--- src/common/rtc_consts.svh ---
// Named constants for the logger clock, alarm and configuration register page
`ifndef RTC_CONSTS_SVH
`define RTC_CONSTS_SVH

// Timing
`define SECOND_NS 1000000000
`define CLK_PERIOD_NS 8
`define PRESCALE_W 27

// Bus geometry: byte address is four times the printed register index
`define ADDR_W 12
`define IDX_W 10
`define AXI_OKAY 2'h0
`define AXI_SLVERR 2'h2

// Register indices as printed
`define IDX_SECONDS 10'h200
`define IDX_MINUTES 10'h201
`define IDX_HOURS 10'h202
`define IDX_WEEKDAY 10'h203
`define IDX_DATE 10'h204
`define IDX_MONTH 10'h205
`define IDX_YEAR 10'h206
`define IDX_AL_SECONDS 10'h207
`define IDX_AL_MINUTES 10'h208
`define IDX_AL_HOURS 10'h209
`define IDX_AL_WEEKDAY 10'h20a
`define IDX_TEMP_LOW 10'h20b
`define IDX_TEMP_HIGH 10'h20c
`define IDX_SAMPLE 10'h20d
`define IDX_CONTROL 10'h20e
`define IDX_SPARE0 10'h20f
`define IDX_SPARE1 10'h210
`define IDX_TEMP_READ 10'h211
`define IDX_STATUS 10'h214

// Page slots (index minus page base)
`define PAGE_LAST 14
`define SLOT_W 4
`define SLOT_SECONDS 4'h0
`define SLOT_MINUTES 4'h1
`define SLOT_HOURS 4'h2
`define SLOT_WEEKDAY 4'h3
`define SLOT_DATE 4'h4
`define SLOT_MONTH 4'h5
`define SLOT_YEAR 4'h6
`define SLOT_AL_SECONDS 4'h7
`define SLOT_AL_MINUTES 4'h8
`define SLOT_AL_HOURS 4'h9
`define SLOT_AL_WEEKDAY 4'ha
`define SLOT_TEMP_LOW 4'hb
`define SLOT_TEMP_HIGH 4'hc
`define SLOT_SAMPLE 4'hd
`define SLOT_CONTROL 4'he

// Writable bit masks; fixed-zero bits are cleared on write
`define WMASK_TIME 8'h7f
`define WMASK_WEEKDAY 8'h07
`define WMASK_DATE 8'h3f
`define WMASK_MONTH 8'h9f
`define WMASK_FULL 8'hff
`define WMASK_AL_WEEKDAY 8'h87
`define WMASK_CONTROL 8'hdf

// Field positions
`define HOUR_MODE12_BIT 6
`define HOUR_PM_BIT 5
`define ALARM_MASK_BIT 7
`define CENTURY_BIT 7
`define CTRL_OSC_OFF_BIT 7
`define CTRL_MISSION_N_BIT 4
`define CTRL_LOW_SRCH_BIT 2
`define CTRL_HIGH_SRCH_BIT 1
`define CTRL_TIMER_SRCH_BIT 0
`define ST_MEMORY_CLEARED_FLAG_BIT 6
`define ST_MIP_BIT 5
`define ST_TLF_BIT 2
`define ST_THF_BIT 1
`define ST_TAF_BIT 0

// BCD limits
`define BCD_ZERO 8'h00
`define BCD_ONE 8'h01
`define BCD_NINE 4'h9
`define BCD_59 8'h59
`define BCD_23 6'h23
`define BCD_11 5'h11
`define BCD_12 5'h12
`define BCD_10 5'h10
`define BCD_7 8'h07
`define BCD_99 8'h99
`define BCD_FEB 8'h02
`define BCD_APR 8'h04
`define BCD_JUN 8'h06
`define BCD_SEP 8'h09
`define BCD_NOV 8'h11
`define BCD_DAYS28 8'h28
`define BCD_DAYS29 8'h29
`define BCD_DAYS30 8'h30
`define BCD_DAYS31 8'h31
`define BCD_U0 4'h0
`define BCD_U2 4'h2
`define BCD_U4 4'h4
`define BCD_U6 4'h6
`define BCD_U8 4'h8

// Temperature codes
`define TEMP_RAW_W 11
`define TEMP_CODE_MIN 11'sh001
`define TEMP_CODE_MAX 11'sh0fe
`define TEMP_UNDER 8'h00
`define TEMP_OVER 8'hff
`define BIN_MSB 7
`define BIN_LSB 2

`endif

--- src/common/rtc_pkg.sv ---
// Types shared by the logger register page
`include "rtc_consts.svh"
package rtc_pkg;

  typedef struct packed {
    logic [`PAGE_LAST:0][7:0] page;
    logic [`PRESCALE_W-1:0] prescale;
    logic [7:0] temp_code;
    logic [5:0] temp_bin;
    logic memory_cleared_flag;
    logic mission_active;
    logic low_temp_flag;
    logic high_temp_flag;
    logic timer_alarm_flag;
    logic aw_got;
    logic w_got;
    logic [`ADDR_W-1:0] awaddr;
    logic [7:0] wdata;
    logic wlane0;
    logic awready;
    logic wready;
    logic bvalid;
    logic [1:0] bresp;
    logic arready;
    logic rvalid;
    logic [7:0] rdata;
    logic [1:0] rresp;
    logic search_match;
    logic osc_running;
  } rtc_state_type;

  typedef struct packed {
    logic valid;
    logic signed [`TEMP_RAW_W-1:0] raw;
  } temp_result_type;

endpackage

--- src/verilog/logger_rtc_regs.sv ---
// Logger clock, calendar, alarm and configuration register page behind AXI4-Lite
//
// How it works
// - Hours bit 6 selects 12-hour counting.
// - Hours bit 5 is PM or twenty-hour digit.
// - Weekday counter cycles one through seven.
// - February 29 when year is multiple of four.
// - Century flag toggles on year 99 to 00.
// - Four alarm registers, top bit masks field.
// - Mask bits choose the alarm rate.
// - No masks: weekly alarm on full match.
// - Any clock alarm sets timer alarm flag.
// - Enabled alarm conditions answer conditional search.
// - Temperature is one byte, eighth-degree steps.
// - Out-of-range conversions stored as 00 or FF.
// - Out-of-range codes land in bins 0, 63.
// - Same code format for log and readout.
// - Low then high threshold as full bytes.
// - Sample interval byte, minutes, one to 255.
// - Nonzero sample write starts a cleared, enabled mission.
// - Control write ends mission, stores new value.
// - Control byte holds oscillator, mission, search bits.
// - Control bit 5 always reads zero.
// - Time, calendar and alarm values are BCD.
// - Fixed-zero bits always read zero.
// - Protected write during mission ends the mission.
// - Oscillator disable stops the clock.
`timescale 1ns/1ps
`default_nettype none
`include "rtc_consts.svh"

module logger_rtc_regs
  import rtc_pkg::*;
#(
  parameter int unsigned second_cycles = `SECOND_NS / `CLK_PERIOD_NS
)
(
  // Clock and reset
  input wire logic aclk,
  input wire logic aresetn,
  // AXI4-Lite write address and data
  input wire logic [`ADDR_W-1:0] s_axi_awaddr,
  input wire logic s_axi_awvalid,
  output logic s_axi_awready,
  input wire logic [31:0] s_axi_wdata,
  input wire logic [3:0] s_axi_wstrb,
  input wire logic s_axi_wvalid,
  output logic s_axi_wready,
  // AXI4-Lite write response
  output logic [1:0] s_axi_bresp,
  output logic s_axi_bvalid,
  input wire logic s_axi_bready,
  // AXI4-Lite read
  input wire logic [`ADDR_W-1:0] s_axi_araddr,
  input wire logic s_axi_arvalid,
  output logic s_axi_arready,
  output logic [31:0] s_axi_rdata,
  output logic [1:0] s_axi_rresp,
  output logic s_axi_rvalid,
  input wire logic s_axi_rready,
  // Converter result and memory-clear event
  input wire temp_result_type temp_result,
  input wire logic memory_clear_done,
  // Status to the rest of the logger
  output logic mission_active,
  output logic search_match,
  output logic osc_running,
  output logic [7:0] temp_code,
  output logic [5:0] temp_bin
);

  localparam logic [`PRESCALE_W-1:0] prescale_last = `PRESCALE_W'(second_cycles - 1);

  rtc_state_type s;
  rtc_state_type next_s;

  // BCD increment with wrap: returns {wrapped, value}
  function automatic logic [8:0] bcd_step(input logic [7:0] v, input logic [7:0] last,
                                           input logic [7:0] first);
    logic [8:0] r;
    r = {1'b0, v};
    if (v == last)
      r = {1'b1, first};
    else if (v[3:0] == `BCD_NINE)
      r = {1'b0, v[7:4] + 4'h1, 4'h0};
    else
      r = {1'b0, v[7:4], v[3:0] + 4'h1};
    return r;
  endfunction

  // Hours advance in either mode: returns {day carry, hours byte}
  function automatic logic [8:0] hour_step(input logic [7:0] h);
    logic [7:0] r;
    logic c;
    r = h;
    c = 1'b0;
    if (h[`HOUR_MODE12_BIT])
    begin
      if (h[4:0] == `BCD_12)
        r[4:0] = 5'h01;
      else if (h[4:0] == `BCD_11)
      begin
        r[4:0] = `BCD_12;
        r[`HOUR_PM_BIT] = ~h[`HOUR_PM_BIT];
        c = h[`HOUR_PM_BIT];
      end
      else if (h[3:0] == `BCD_NINE)
        r[4:0] = `BCD_10;
      else
        r[3:0] = h[3:0] + 4'h1;
    end
    else
    begin
      // Bit 5 acts as the twenty-hour digit here
      if (h[5:0] == `BCD_23)
      begin
        r[5:0] = 6'h00;
        c = 1'b1;
      end
      else if (h[3:0] == `BCD_NINE)
        r[5:0] = {h[5:4] + 2'h1, 4'h0};
      else
        r[3:0] = h[3:0] + 4'h1;
    end
    return {c, r};
  endfunction

  // Last date of a month; leap test on the BCD year digits
  function automatic logic [7:0] month_last(input logic [7:0] m, input logic [7:0] y);
    logic leap;
    logic [7:0] d;
    // Tens digit even: units 0,4,8; odd: units 2,6. Year 00 counts as leap.
    leap = (!y[4] && (y[3:0] == `BCD_U0 || y[3:0] == `BCD_U4 || y[3:0] == `BCD_U8)) ||
           (y[4] && (y[3:0] == `BCD_U2 || y[3:0] == `BCD_U6));
    case (m)
      `BCD_FEB: d = leap ? `BCD_DAYS29 : `BCD_DAYS28;
      `BCD_APR, `BCD_JUN, `BCD_SEP, `BCD_NOV: d = `BCD_DAYS30;
      default: d = `BCD_DAYS31;
    endcase
    return d;
  endfunction

  // Writable bits of each page slot; decoded on every write
  function automatic logic [7:0] write_mask(input logic [`SLOT_W-1:0] slot);
    logic [7:0] m;
    case (slot)
      `SLOT_SECONDS, `SLOT_MINUTES, `SLOT_HOURS: m = `WMASK_TIME;
      `SLOT_WEEKDAY: m = `WMASK_WEEKDAY;
      `SLOT_DATE: m = `WMASK_DATE;
      `SLOT_MONTH: m = `WMASK_MONTH;
      `SLOT_AL_WEEKDAY: m = `WMASK_AL_WEEKDAY;
      `SLOT_CONTROL: m = `WMASK_CONTROL;
      default: m = `WMASK_FULL;
    endcase
    return m;
  endfunction

  // Address decode shared by the read and write paths
  function automatic logic addr_mapped(input logic [`ADDR_W-1:0] a);
    logic [`IDX_W-1:0] idx;
    idx = a[`ADDR_W-1:2];
    return (a[1:0] == 2'h0) &&
           ((idx >= `IDX_SECONDS && idx <= `IDX_TEMP_READ) || idx == `IDX_STATUS);
  endfunction

  // Next state
  always_comb
  begin
    logic [`IDX_W-1:0] widx;
    logic [`IDX_W-1:0] ridx;
    logic [`SLOT_W-1:0] wslot;
    logic [8:0] step;
    logic carry;
    logic tick;
    logic alarm_hit;
    logic signed [`TEMP_RAW_W-1:0] raw;
    logic [7:0] code;
    logic [7:0] ctrl;
    widx = s.awaddr[`ADDR_W-1:2];
    ridx = s_axi_araddr[`ADDR_W-1:2];
    wslot = widx[`SLOT_W-1:0];
    step = 9'h000;
    carry = 1'b0;
    alarm_hit = 1'b0;
    raw = temp_result.raw;
    code = raw[7:0];
    ctrl = s.page[`SLOT_CONTROL];
    tick = !ctrl[`CTRL_OSC_OFF_BIT] && (s.prescale == prescale_last);
    next_s = s;

    // Seconds prescaler, frozen while the oscillator is off
    if (ctrl[`CTRL_OSC_OFF_BIT])
      next_s.prescale = s.prescale;
    else if (tick)
      next_s.prescale = '0;
    else
      next_s.prescale = s.prescale + `PRESCALE_W'(1);

    // Calendar ripple, all fields in BCD
    if (tick)
    begin
      step = bcd_step(s.page[`SLOT_SECONDS], `BCD_59, `BCD_ZERO);
      next_s.page[`SLOT_SECONDS] = step[7:0];
      carry = step[8];
      if (carry)
      begin
        step = bcd_step(s.page[`SLOT_MINUTES], `BCD_59, `BCD_ZERO);
        next_s.page[`SLOT_MINUTES] = step[7:0];
        carry = step[8];
      end
      if (carry)
      begin
        step = hour_step(s.page[`SLOT_HOURS]);
        next_s.page[`SLOT_HOURS] = step[7:0];
        carry = step[8];
      end
      if (carry)
      begin
        step = bcd_step(s.page[`SLOT_WEEKDAY], `BCD_7, `BCD_ONE);
        next_s.page[`SLOT_WEEKDAY] = step[7:0];
        step = bcd_step(s.page[`SLOT_DATE],
                        month_last({3'h0, s.page[`SLOT_MONTH][4:0]}, s.page[`SLOT_YEAR]),
                        `BCD_ONE);
        next_s.page[`SLOT_DATE] = step[7:0];
        carry = step[8];
      end
      if (carry)
      begin
        step = bcd_step({3'h0, s.page[`SLOT_MONTH][4:0]}, {3'h0, `BCD_12}, `BCD_ONE);
        next_s.page[`SLOT_MONTH][4:0] = step[4:0];
        carry = step[8];
      end
      if (carry)
      begin
        step = bcd_step(s.page[`SLOT_YEAR], `BCD_99, `BCD_ZERO);
        next_s.page[`SLOT_YEAR] = step[7:0];
        if (step[8])
          next_s.page[`SLOT_MONTH][`CENTURY_BIT] = ~s.page[`SLOT_MONTH][`CENTURY_BIT];
      end
      // Each unmasked field must match the freshly advanced time
      alarm_hit =
        (s.page[`SLOT_AL_SECONDS][`ALARM_MASK_BIT] ||
         next_s.page[`SLOT_SECONDS][6:0] == s.page[`SLOT_AL_SECONDS][6:0]) &&
        (s.page[`SLOT_AL_MINUTES][`ALARM_MASK_BIT] ||
         next_s.page[`SLOT_MINUTES][6:0] == s.page[`SLOT_AL_MINUTES][6:0]) &&
        (s.page[`SLOT_AL_HOURS][`ALARM_MASK_BIT] ||
         next_s.page[`SLOT_HOURS][6:0] == s.page[`SLOT_AL_HOURS][6:0]) &&
        (s.page[`SLOT_AL_WEEKDAY][`ALARM_MASK_BIT] ||
         next_s.page[`SLOT_WEEKDAY][2:0] == s.page[`SLOT_AL_WEEKDAY][2:0]);
    end

    // Write channel capture, address and data in either order
    if (s.awready && s_axi_awvalid)
    begin
      next_s.aw_got = 1'b1;
      next_s.awaddr = s_axi_awaddr;
    end
    if (s.wready && s_axi_wvalid)
    begin
      next_s.w_got = 1'b1;
      next_s.wdata = s_axi_wdata[7:0];
      next_s.wlane0 = s_axi_wstrb[0];
    end
    if (s.bvalid && s_axi_bready)
      next_s.bvalid = 1'b0;

    // Register write; a write with lane 0 off is answered but stores nothing
    if (s.aw_got && s.w_got && !s.bvalid)
    begin
      next_s.aw_got = 1'b0;
      next_s.w_got = 1'b0;
      next_s.bvalid = 1'b1;
      next_s.bresp = addr_mapped(s.awaddr) ? `AXI_OKAY : `AXI_SLVERR;
      if (addr_mapped(s.awaddr) && s.wlane0)
      begin
        if (widx == `IDX_STATUS)
        begin
          // Only mission and alarm flags can be written, and only to zero
          if (!s.wdata[`ST_MIP_BIT])
            next_s.mission_active = 1'b0;
          if (!s.wdata[`ST_TLF_BIT])
            next_s.low_temp_flag = 1'b0;
          if (!s.wdata[`ST_THF_BIT])
            next_s.high_temp_flag = 1'b0;
          if (!s.wdata[`ST_TAF_BIT])
            next_s.timer_alarm_flag = 1'b0;
        end
        else
        begin
          // Any other page write, read-only ones included, stops a mission
          next_s.mission_active = 1'b0;
          if (widx <= `IDX_CONTROL)
            next_s.page[wslot] = s.wdata & write_mask(wslot);
          if (widx == `IDX_SAMPLE && s.wdata != 8'h00 && s.memory_cleared_flag &&
              !ctrl[`CTRL_MISSION_N_BIT] && !s.mission_active)
          begin
            next_s.mission_active = 1'b1;
            next_s.memory_cleared_flag = 1'b0;
          end
        end
      end
    end

    // Read channel; one read in flight, answered the cycle after acceptance
    if (s.rvalid && s_axi_rready)
      next_s.rvalid = 1'b0;
    if (s.arready && s_axi_arvalid)
    begin
      next_s.rvalid = 1'b1;
      next_s.rresp = addr_mapped(s_axi_araddr) ? `AXI_OKAY : `AXI_SLVERR;
      next_s.rdata = 8'h00;
      if (addr_mapped(s_axi_araddr))
      begin
        if (ridx <= `IDX_CONTROL)
          next_s.rdata = s.page[ridx[`SLOT_W-1:0]];
        else if (ridx == `IDX_TEMP_READ)
          next_s.rdata = s.temp_code;
        else if (ridx == `IDX_STATUS)
        begin
          next_s.rdata[`ST_MEMORY_CLEARED_FLAG_BIT] = s.memory_cleared_flag;
          next_s.rdata[`ST_MIP_BIT] = s.mission_active;
          next_s.rdata[`ST_TLF_BIT] = s.low_temp_flag;
          next_s.rdata[`ST_THF_BIT] = s.high_temp_flag;
          next_s.rdata[`ST_TAF_BIT] = s.timer_alarm_flag;
        end
      end
    end

    // Temperature code: clamp out-of-range results to the reserved codes
    if (temp_result.valid)
    begin
      if (raw < `TEMP_CODE_MIN)
        code = `TEMP_UNDER;
      else if (raw > `TEMP_CODE_MAX)
        code = `TEMP_OVER;
      next_s.temp_code = code;
      next_s.temp_bin = code[`BIN_MSB:`BIN_LSB];
      if (s.mission_active && code <= s.page[`SLOT_TEMP_LOW])
        next_s.low_temp_flag = 1'b1;
      if (s.mission_active && code >= s.page[`SLOT_TEMP_HIGH])
        next_s.high_temp_flag = 1'b1;
    end

    // Events after software clears: a same-cycle set wins
    if (alarm_hit)
      next_s.timer_alarm_flag = 1'b1;
    if (memory_clear_done)
      next_s.memory_cleared_flag = 1'b1;

    // Ready flags and registered status outputs
    next_s.awready = !next_s.aw_got && !next_s.bvalid;
    next_s.wready = !next_s.w_got && !next_s.bvalid;
    next_s.arready = !next_s.rvalid;
    ctrl = next_s.page[`SLOT_CONTROL];
    next_s.search_match = (ctrl[`CTRL_TIMER_SRCH_BIT] && next_s.timer_alarm_flag) ||
                          (ctrl[`CTRL_HIGH_SRCH_BIT] && next_s.high_temp_flag) ||
                          (ctrl[`CTRL_LOW_SRCH_BIT] && next_s.low_temp_flag);
    next_s.osc_running = !ctrl[`CTRL_OSC_OFF_BIT];

    // Synchronous reset: midnight, 24-hour mode, weekday 1, 1 January
    if (!aresetn)
    begin
      next_s = '0;
      next_s.page[`SLOT_WEEKDAY] = `BCD_ONE;
      next_s.page[`SLOT_DATE] = `BCD_ONE;
      next_s.page[`SLOT_MONTH] = `BCD_ONE;
      next_s.osc_running = 1'b1;
    end
  end

  // State register
  always_ff @(posedge aclk)
  begin
    s <= next_s;
  end

  // Outputs straight from the state flops
  assign s_axi_awready = s.awready;
  assign s_axi_wready = s.wready;
  assign s_axi_bvalid = s.bvalid;
  assign s_axi_bresp = s.bresp;
  assign s_axi_arready = s.arready;
  assign s_axi_rvalid = s.rvalid;
  assign s_axi_rdata = {24'h000000, s.rdata};
  assign s_axi_rresp = s.rresp;
  assign mission_active = s.mission_active;
  assign search_match = s.search_match;
  assign osc_running = s.osc_running;
  assign temp_code = s.temp_code;
  assign temp_bin = s.temp_bin;

endmodule
`default_nettype wire

--- config.mk ---
export PLATFORM = sky130hd
export DESIGN_NAME = logger_rtc_regs
export DESIGN_NICKNAME = d
export VERILOG_FILES = /design/src/common/rtc_pkg.sv /design/src/verilog/logger_rtc_regs.sv
export VERILOG_INCLUDE_DIRS = /design/src /design/src/common
export SDC_FILE = /design/constraint.sdc
export NUM_CORES = 1
export LEC_CHECK = 0
export BUFFER_PORTS_ARGS = -buffer_cell sky130_fd_sc_hd__buf_2
export CAP_MARGIN = 20
export CORE_MARGIN = 1
export CORE_UTILIZATION = 35
export CTS_BUF_LIST = sky130_fd_sc_hd__clkbuf_16
export CTS_CLUSTER_DIAMETER = 80
export DETAILED_ROUTE_END_ITERATION = 6
export MAX_ROUTING_LAYER = met4
export PLACE_DENSITY = 0.63
export SYNTH_ARGS = -nofsm -noshare
export SYNTH_HDL_FRONTEND = slang
export SYNTH_SLANG_ARGS = --single-unit
--- constraint.sdc ---
create_clock -name aclk -period 4.4 [get_ports aclk]
set_input_delay 0.22 -clock aclk [delete_from_list [all_inputs] [get_ports aclk]]
set_output_delay 0.22 -clock aclk [all_outputs]
set_load 0.05 [all_outputs]
# Yosys cells after proc, flatten, opt, wreduce, memory -nomap -nowiden
# Memories as Yosys holds them, arrays and structs flattened. A register that Yosys moved wholly into a read port is not among the register bits.
# Index checks and enable logic that the tools add are counted.
[classes] reduce_logical=63 n_eq_ne=36 n_lt_le_gt_ge=13 mux=102 addsub=15 bitwise=4
[ops] op="$mux W120" count=4
[ops] op="$mux W8" count=22
[ops] op="$bwmux W120" count=1
[ops] op="$mux W9" count=10
[ops] op="$add A4 B1 Y4 const B" count=12
[ops] op="$mux W45" count=1
[ops] op="$eq A10 B10 Y1 const B" count=4
[ops] op="$le A10 B10 Y1 const B" count=4
[ops] op="$mux W1" count=33
[ops] op="$bmux W8 S4" count=1
[ops] op="$demux W8 S4" count=1
[ops] op="$eq A4 B4 Y1 const B" count=8
[ops] op="$mux W16" count=2
[ops] op="$logic_and A1 B1 Y1" count=30
[ops] op="$add A27 B1 Y27 const B" count=1
[ops] op="$eq A27 B27 Y1 const B" count=1
[ops] op="$mux W27" count=1
[ops] op="$mux W6" count=4
[ops] op="$eq A7 B7 Y1" count=3
[ops] op="$eq A5 B5 Y1 const B" count=4
[ops] op="$ge A10 B10 Y1 const B" count=2
[ops] op="$mux W5" count=4
[ops] op="$eq A8 B7 Y1 const B" count=2
[ops] op="$mux W2" count=8
[ops] op="35 further kinds" count=70
[totals] reg_bits=208 rom_bits=80 out_inout_bits=58 in_bits=80 mem_count=1
[mem_list] memory="(name not given)" words=16 width=5 rd=1 rd_clocked_by_memory_dff=1 write_ports=0 line="logger_rtc_regs.sv:146" rtl="case (slot)"

# Longest topological paths before layout
[logic_depth] word_depth=29 ltp_mapped=15

# Worst setup path before layout
# Ideal clock, no wire load.
[synth_timing] kind="input port to flip-flop" from="input temp_result[10] in the netlist's numbering" to="register s (netlist bit search_match)" t_required_ns=4.280 path_stages=15 setup_slack_ns=1.668 n_path_buf=2 t_arrival_ns=2.613 cell_sequence="clkbuf_1 -> or3_1 -> clkbuf_1 -> nor2_1 -> a31oi_1 -> o21a_1 -> ha_1 -> nand4_1 -> o22ai_1 -> a21oi_1 -> o21a_1 -> o21bai_1 -> a311oi_1 -> nor3_1 -> a211o_1"
[synth_via] elab_chain_cells=11 elab_cells_between_ends=16 cone_classes="order compare: 4; mux: 6; reduce/logical: 6"
[synth_lines] element="start: declaration" line="logger_rtc_regs.sv:62" rtl="input wire temp_result_type temp_result,"
[synth_lines] element="$gt A11 B9 Y1 (no source line)"
[synth_lines] element="$mux W8" line="logger_rtc_regs.sv:334" rtl="else if (raw > `TEMP_CODE_MAX)"
[synth_lines] element="$mux W8 (*)" line="logger_rtc_regs.sv:332" rtl="if (raw < `TEMP_CODE_MIN)"
[synth_lines] element="$mux W8 (*)" line="logger_rtc_regs.sv:330" rtl="if (temp_result.valid)"
[synth_lines] element="$ge A8 B8 Y1" line="logger_rtc_regs.sv:340" rtl="if (s.mission_active && code >= s.page[`SLOT_TEMP_HIGH])"
[synth_lines] element="$logic_and A1 B1 Y1" line="logger_rtc_regs.sv:340"
[synth_lines] element="$mux W1" line="logger_rtc_regs.sv:340"
[synth_lines] element="$mux W2 (*)" line="logger_rtc_regs.sv:330"
[synth_lines] element="$logic_and A1 B1 Y1" line="logger_rtc_regs.sv:356" rtl="(ctrl[`CTRL_HIGH_SRCH_BIT] && next_s.high_temp_flag) ||"
[synth_lines] element="$logic_or A1 B1 Y1" line="logger_rtc_regs.sv:355" rtl="next_s.search_match = (ctrl[`CTRL_TIMER_SRCH_BIT] && next_s.timer_alarm_flag) ||"
[synth_lines] element="$logic_or A1 B1 Y1 (*)" line="logger_rtc_regs.sv:355"
[synth_lines] element="end signal: assignment" line="logger_rtc_regs.sv:374" rtl="s <= next_s;"
[synth_lines] element="end: declaration" line="logger_rtc_regs.sv:74" rtl="rtc_state_type s;"
# Mark *: on every way between the ends. The rest lies on a longest branch, timed or not. The select of a mux whose other input is x is not followed.
# A chain may end at the register's enable or synchronous reset.

# Final worst setup path
[layout_timing] from="register s[100] in the netlist's numbering" to="register s (netlist bit search_match)"
[layout_via] elab_chain_cells=16 elab_cells_between_ends=28 cone_classes="add/sub: 1; eq/ne: 4; mux: 14; reduce/logical: 9"
[layout_lines] element="parallel branches: the longest is 10 deep, another holds $add A4 B1 Y4"
[layout_lines] element="$logic_and A1 B1 Y1 (*)" line="logger_rtc_regs.sv:242" rtl="(s.page[`SLOT_AL_SECONDS][`ALARM_MASK_BIT] ||"
[layout_lines] element="$mux W1 (*)" line="logger_rtc_regs.sv:200" rtl="if (tick)"
[layout_lines] element="$mux W1 (*)" line="logger_rtc_regs.sv:345" rtl="if (alarm_hit)"
[layout_lines] element="$logic_and A1 B1 Y1 (*)" line="logger_rtc_regs.sv:355"
[layout_lines] element="$logic_or A1 B1 Y1 (*) (2 in a row)" line="logger_rtc_regs.sv:355"
# Mark *: on every way between the ends. The select of a mux whose other input is x is not followed.

==> out/metrics.csv <==
metric,value,unit
status,finished clean,
n_diodes,0,
period utilization,76.53,%
end point of the critical path,search_match,
Synth cell types,79,
grt ovf,0,
NumNets Final,1610,
gr busiest metal,met2,
PortBufs,84,
RSZ-0062 raised after global routing,false,
met2 Track Usage GR,31.05,%
Max Clock Skew,0.009536,ns
Die Width,188.1,um
antenna-violating nets left,0,
Top Ports,138,
Chip Height,188.1,um
reg2reg end,search_match,
count of flip-flops with a built-in enable after synthesis,0,
DR vias/cell,5.526,
Worst setup SP type,flop,
largest net degree at the start of global routing,67,
cell family with most CP delay,compound AO/OA/AOI/OAI gates,
Avg Inst Size Synth,8.233,um2
Lkg Pwr,5.108,nW
critical path type,flop to flop,
detailed placement HPWL,24710,um
CTS max path bufs,3,
Slew @ Worst Pin,1.129,ns
1st-pass router iterations,6,
worst-path cell chain,ha_1 > and3b_1 > and4_1 > nand3b_1 > a221oi_1 > xor2_1 > a41oi_1 > o41ai_1 > a211o_1,
drt drc,0,
routed wire length,34870,um
Max Slew Vio Count,0,
met1 Resource Use GR,27.18,%
Setup TNS,0,ns
post-CTS sizing,0,
crit-path max FO,11,
# setup viols final,0,
die area,0.03537,mm2
Hold WC Path Type,primary input to flop,
Initial Utilization,35.87,%
"CTS clk-pin slew, worst paths",0.06,ns
Total GRT Usage,20.04,%
"Req. time, crit path",4.88,ns
post-layout util,40.20,%
Fmax,297.0,MHz
launch point of the critical path,s[100],
Min Hold Slack,0.03500,ns
via count,10840,
Synth area leaders,"dfxtp_1 (34%), nor2_1 (6.7%), mux2i_1 (6.0%), mux4_2 (5.9%), nand2_1 (4.3%)",
Worst Reg-to-Reg Cells,9,
drt initial violations,941,
WP data arrival,3.85,ns
ys async rst share,0,%
post-synth top area share,33.70,%
core outline area,0.03378,mm2
"Clk Latency, worst-skew pair",0.53,ns
Seq cells post-synth,204,
slowest cell delay on critical path,0.66,ns
CP Depth,9,
post-synthesis sequential area ratio,33.70,%
r2r startpoint,s[100],
Rows,67,
PD cells,324.4,mW/mm2
routability congestion estimate,0.8973,
crit path capture type,flop,
Synth warnings,0,
Post-Syn Instances,1472,
WL/cell,17.78,um
minimum clock period,3.367,ns
synthesized cell area,0.01212,mm2
area grow syn2layout,12.06,%
CP bufs+invs,0,
H-tree depth,1,
r2r setup slk,1.03,ns
GR met3 Demand/Resource,2.620,%
Post-synth top flop,dfxtp_1,
CP max-delay cell,o41ai_1,
Clock Sinks,204,
most frequent cells after synthesis,"nor2_1 (215), dfxtp_1 (204), nand2_1 (139)",
max cap viols,0,
Placed Area,0.01252,mm2
number of hold-slack violations in the final timing report,0,
CTS tree,done,
layout cells sized above 1,12.10,%
most frequent cell after synthesis,nor2_1,
Inserted Clock Buffers,26,
number of global-route vias before repair,10000,
Synth area leader,dfxtp_1,
worst-case headroom to the max-slew limit,24.43,%
maximum ir drop on the vdd rail,0.0002554,V
number of setup buffers added after CTS,0,
first-pass GRT wire length,55280,um
initial antenna violation count,0,
clk root buf,clkbuf_16,
fin area,0.01358,mm2
[area by class of cell]
type	instances	area [um2]
well taps	448	560.5
multi-input cells	1107	7217
flip-flops and latches	204	4084
repair buffers	114	695.7
fillers	3370	20200
inverters	42	160.2
clock inverters	20	212.7
clock buffers	26	650.6
[flip-flops by register name (all words and copies together) (netlist names), named ones only]
| name | cells |
|---|---|
| osc_running | 1 |
| s_axi_bvalid | 1 |
| s | 174 |
| s_axi_wready | 1 |
| s_axi_rresp | 1 |
| s_axi_bresp | 1 |
| s_axi_rvalid | 1 |
| s_axi_awready | 1 |
| s_axi_rdata | 8 |
| s_axi_arready | 1 |
| mission_active | 1 |
| search_match | 1 |
| temp_code | 8 |
[layout by cell type, fill, tap and decap left out, drive strengths merged, types with 5 or more instances in the layout]
| master | netlist | layout |
|---|---|---|
| conb | 1 | 26 |
| and4 | 8 | 8 |
| a21oi | 89 | 89 |
| a21o | 6 | 6 |
| o211ai | 13 | 13 |
| xor2 | 31 | 31 |
| clkbuf | 70 | 26 |
| a22oi | 9 | 9 |
| and3b | 7 | 7 |
| mux2i | 73 | 73 |
| nand3 | 32 | 32 |
| inv | 42 | 47 |
| nand2b | 16 | 16 |
| nand2 | 139 | 139 |
| dfxtp | 204 | 204 |
| clkinv | 0 | 9 |
| o21a | 9 | 9 |
| nor3 | 17 | 17 |
| and2 | 23 | 23 |
| a311oi | 6 | 6 |
| buf | 74 | 94 |
| nor4 | 19 | 19 |
| dlygate4sd3 | 0 | 20 |
| a222oi | 5 | 5 |
| nor2 | 217 | 217 |
| a31oi | 11 | 11 |
| mux4 | 32 | 32 |
| xnor2 | 28 | 28 |
| a211oi | 18 | 18 |
| nand4 | 18 | 18 |
| ha | 35 | 35 |
| nand3b | 9 | 9 |
| nor2b | 23 | 23 |
| nor3b | 9 | 9 |
| and3 | 15 | 15 |
| o21ai | 86 | 86 |
| or3 | 8 | 8 |
[timing repair]
action                                  in CTS  in global routing
hold buffers                                20                  0
endpoints found under the setup margin       0                  0
hold endpoints to repair                    20                  0
[kinds of logic (layout without fill, tap and decap cells)]
family                     Yosys count  count (layout)  share of synthesized area, %
buffers and inverters              186             202                         7.526
AOI/OAI and AO/OA                  295             295                         15.09
and+or+nand+nor                    582             582                         23.31
muxes                              109             109                         12.38
other                                1              26                       0.03094
adders and majority gates           36              36                         3.696
xor gates and xnor gates            59              59                         4.264
DFF                                204             204                         33.70
[worst register-to-register path: cells and delay by family (launching register included)]
family	cells	cell delay, ns
xor+xnor	1	0.18
flops	1	0.54
simple gates	3	0.97
compound gates	4	1.40
fa+ha+maj	1	0.24
[how the worst min path moves through the flow]
stage                          end  cells past startpoint               from  slack [ns]
finish              s_axi_rresp[1]                      3      s_axi_arvalid        0.04
global route        s_axi_rresp[1]                      3      s_axi_arvalid        0.04
global placement             s[28]                      2              s[28]        0.44
detailed placement           s[38]                      2              s[38]        0.45
floorplan                    s[46]                      2  memory_clear_done        0.35
CTS                 s_axi_rresp[1]                      3      s_axi_arvalid        0.02
[where the power goes]
group	switching (mW)	total (mW)	internal, mW
Sequential	0.0310	1.90	1.87
Clock	0.843	2.15	1.31
Combinational	0.246	0.350	0.104
[metrics by stage]
step | worst slack [ns] | std cells | power [mW]
2_1_floorplan | 1.668 | 1497 | 2.211
3_3_place_gp | 1.131 | 1895 | 2.274
3_5_place_dp | 1.103 | 1895 | 2.277
4_1_cts | 1.082 | 1961 | 4.439
5_1_grt | 0.7024 | 1961 | 4.555
6_report | 1.033 | 1961 | 4.406
[layer usage]
metal	up-vias	share of wire, %
li1	5190	-
met4	0	2.7
met3	53	7.2
met1	5207	45
met2	386	45
met5	-	0
Note: power is estimated with default switching activity, not from simulation.
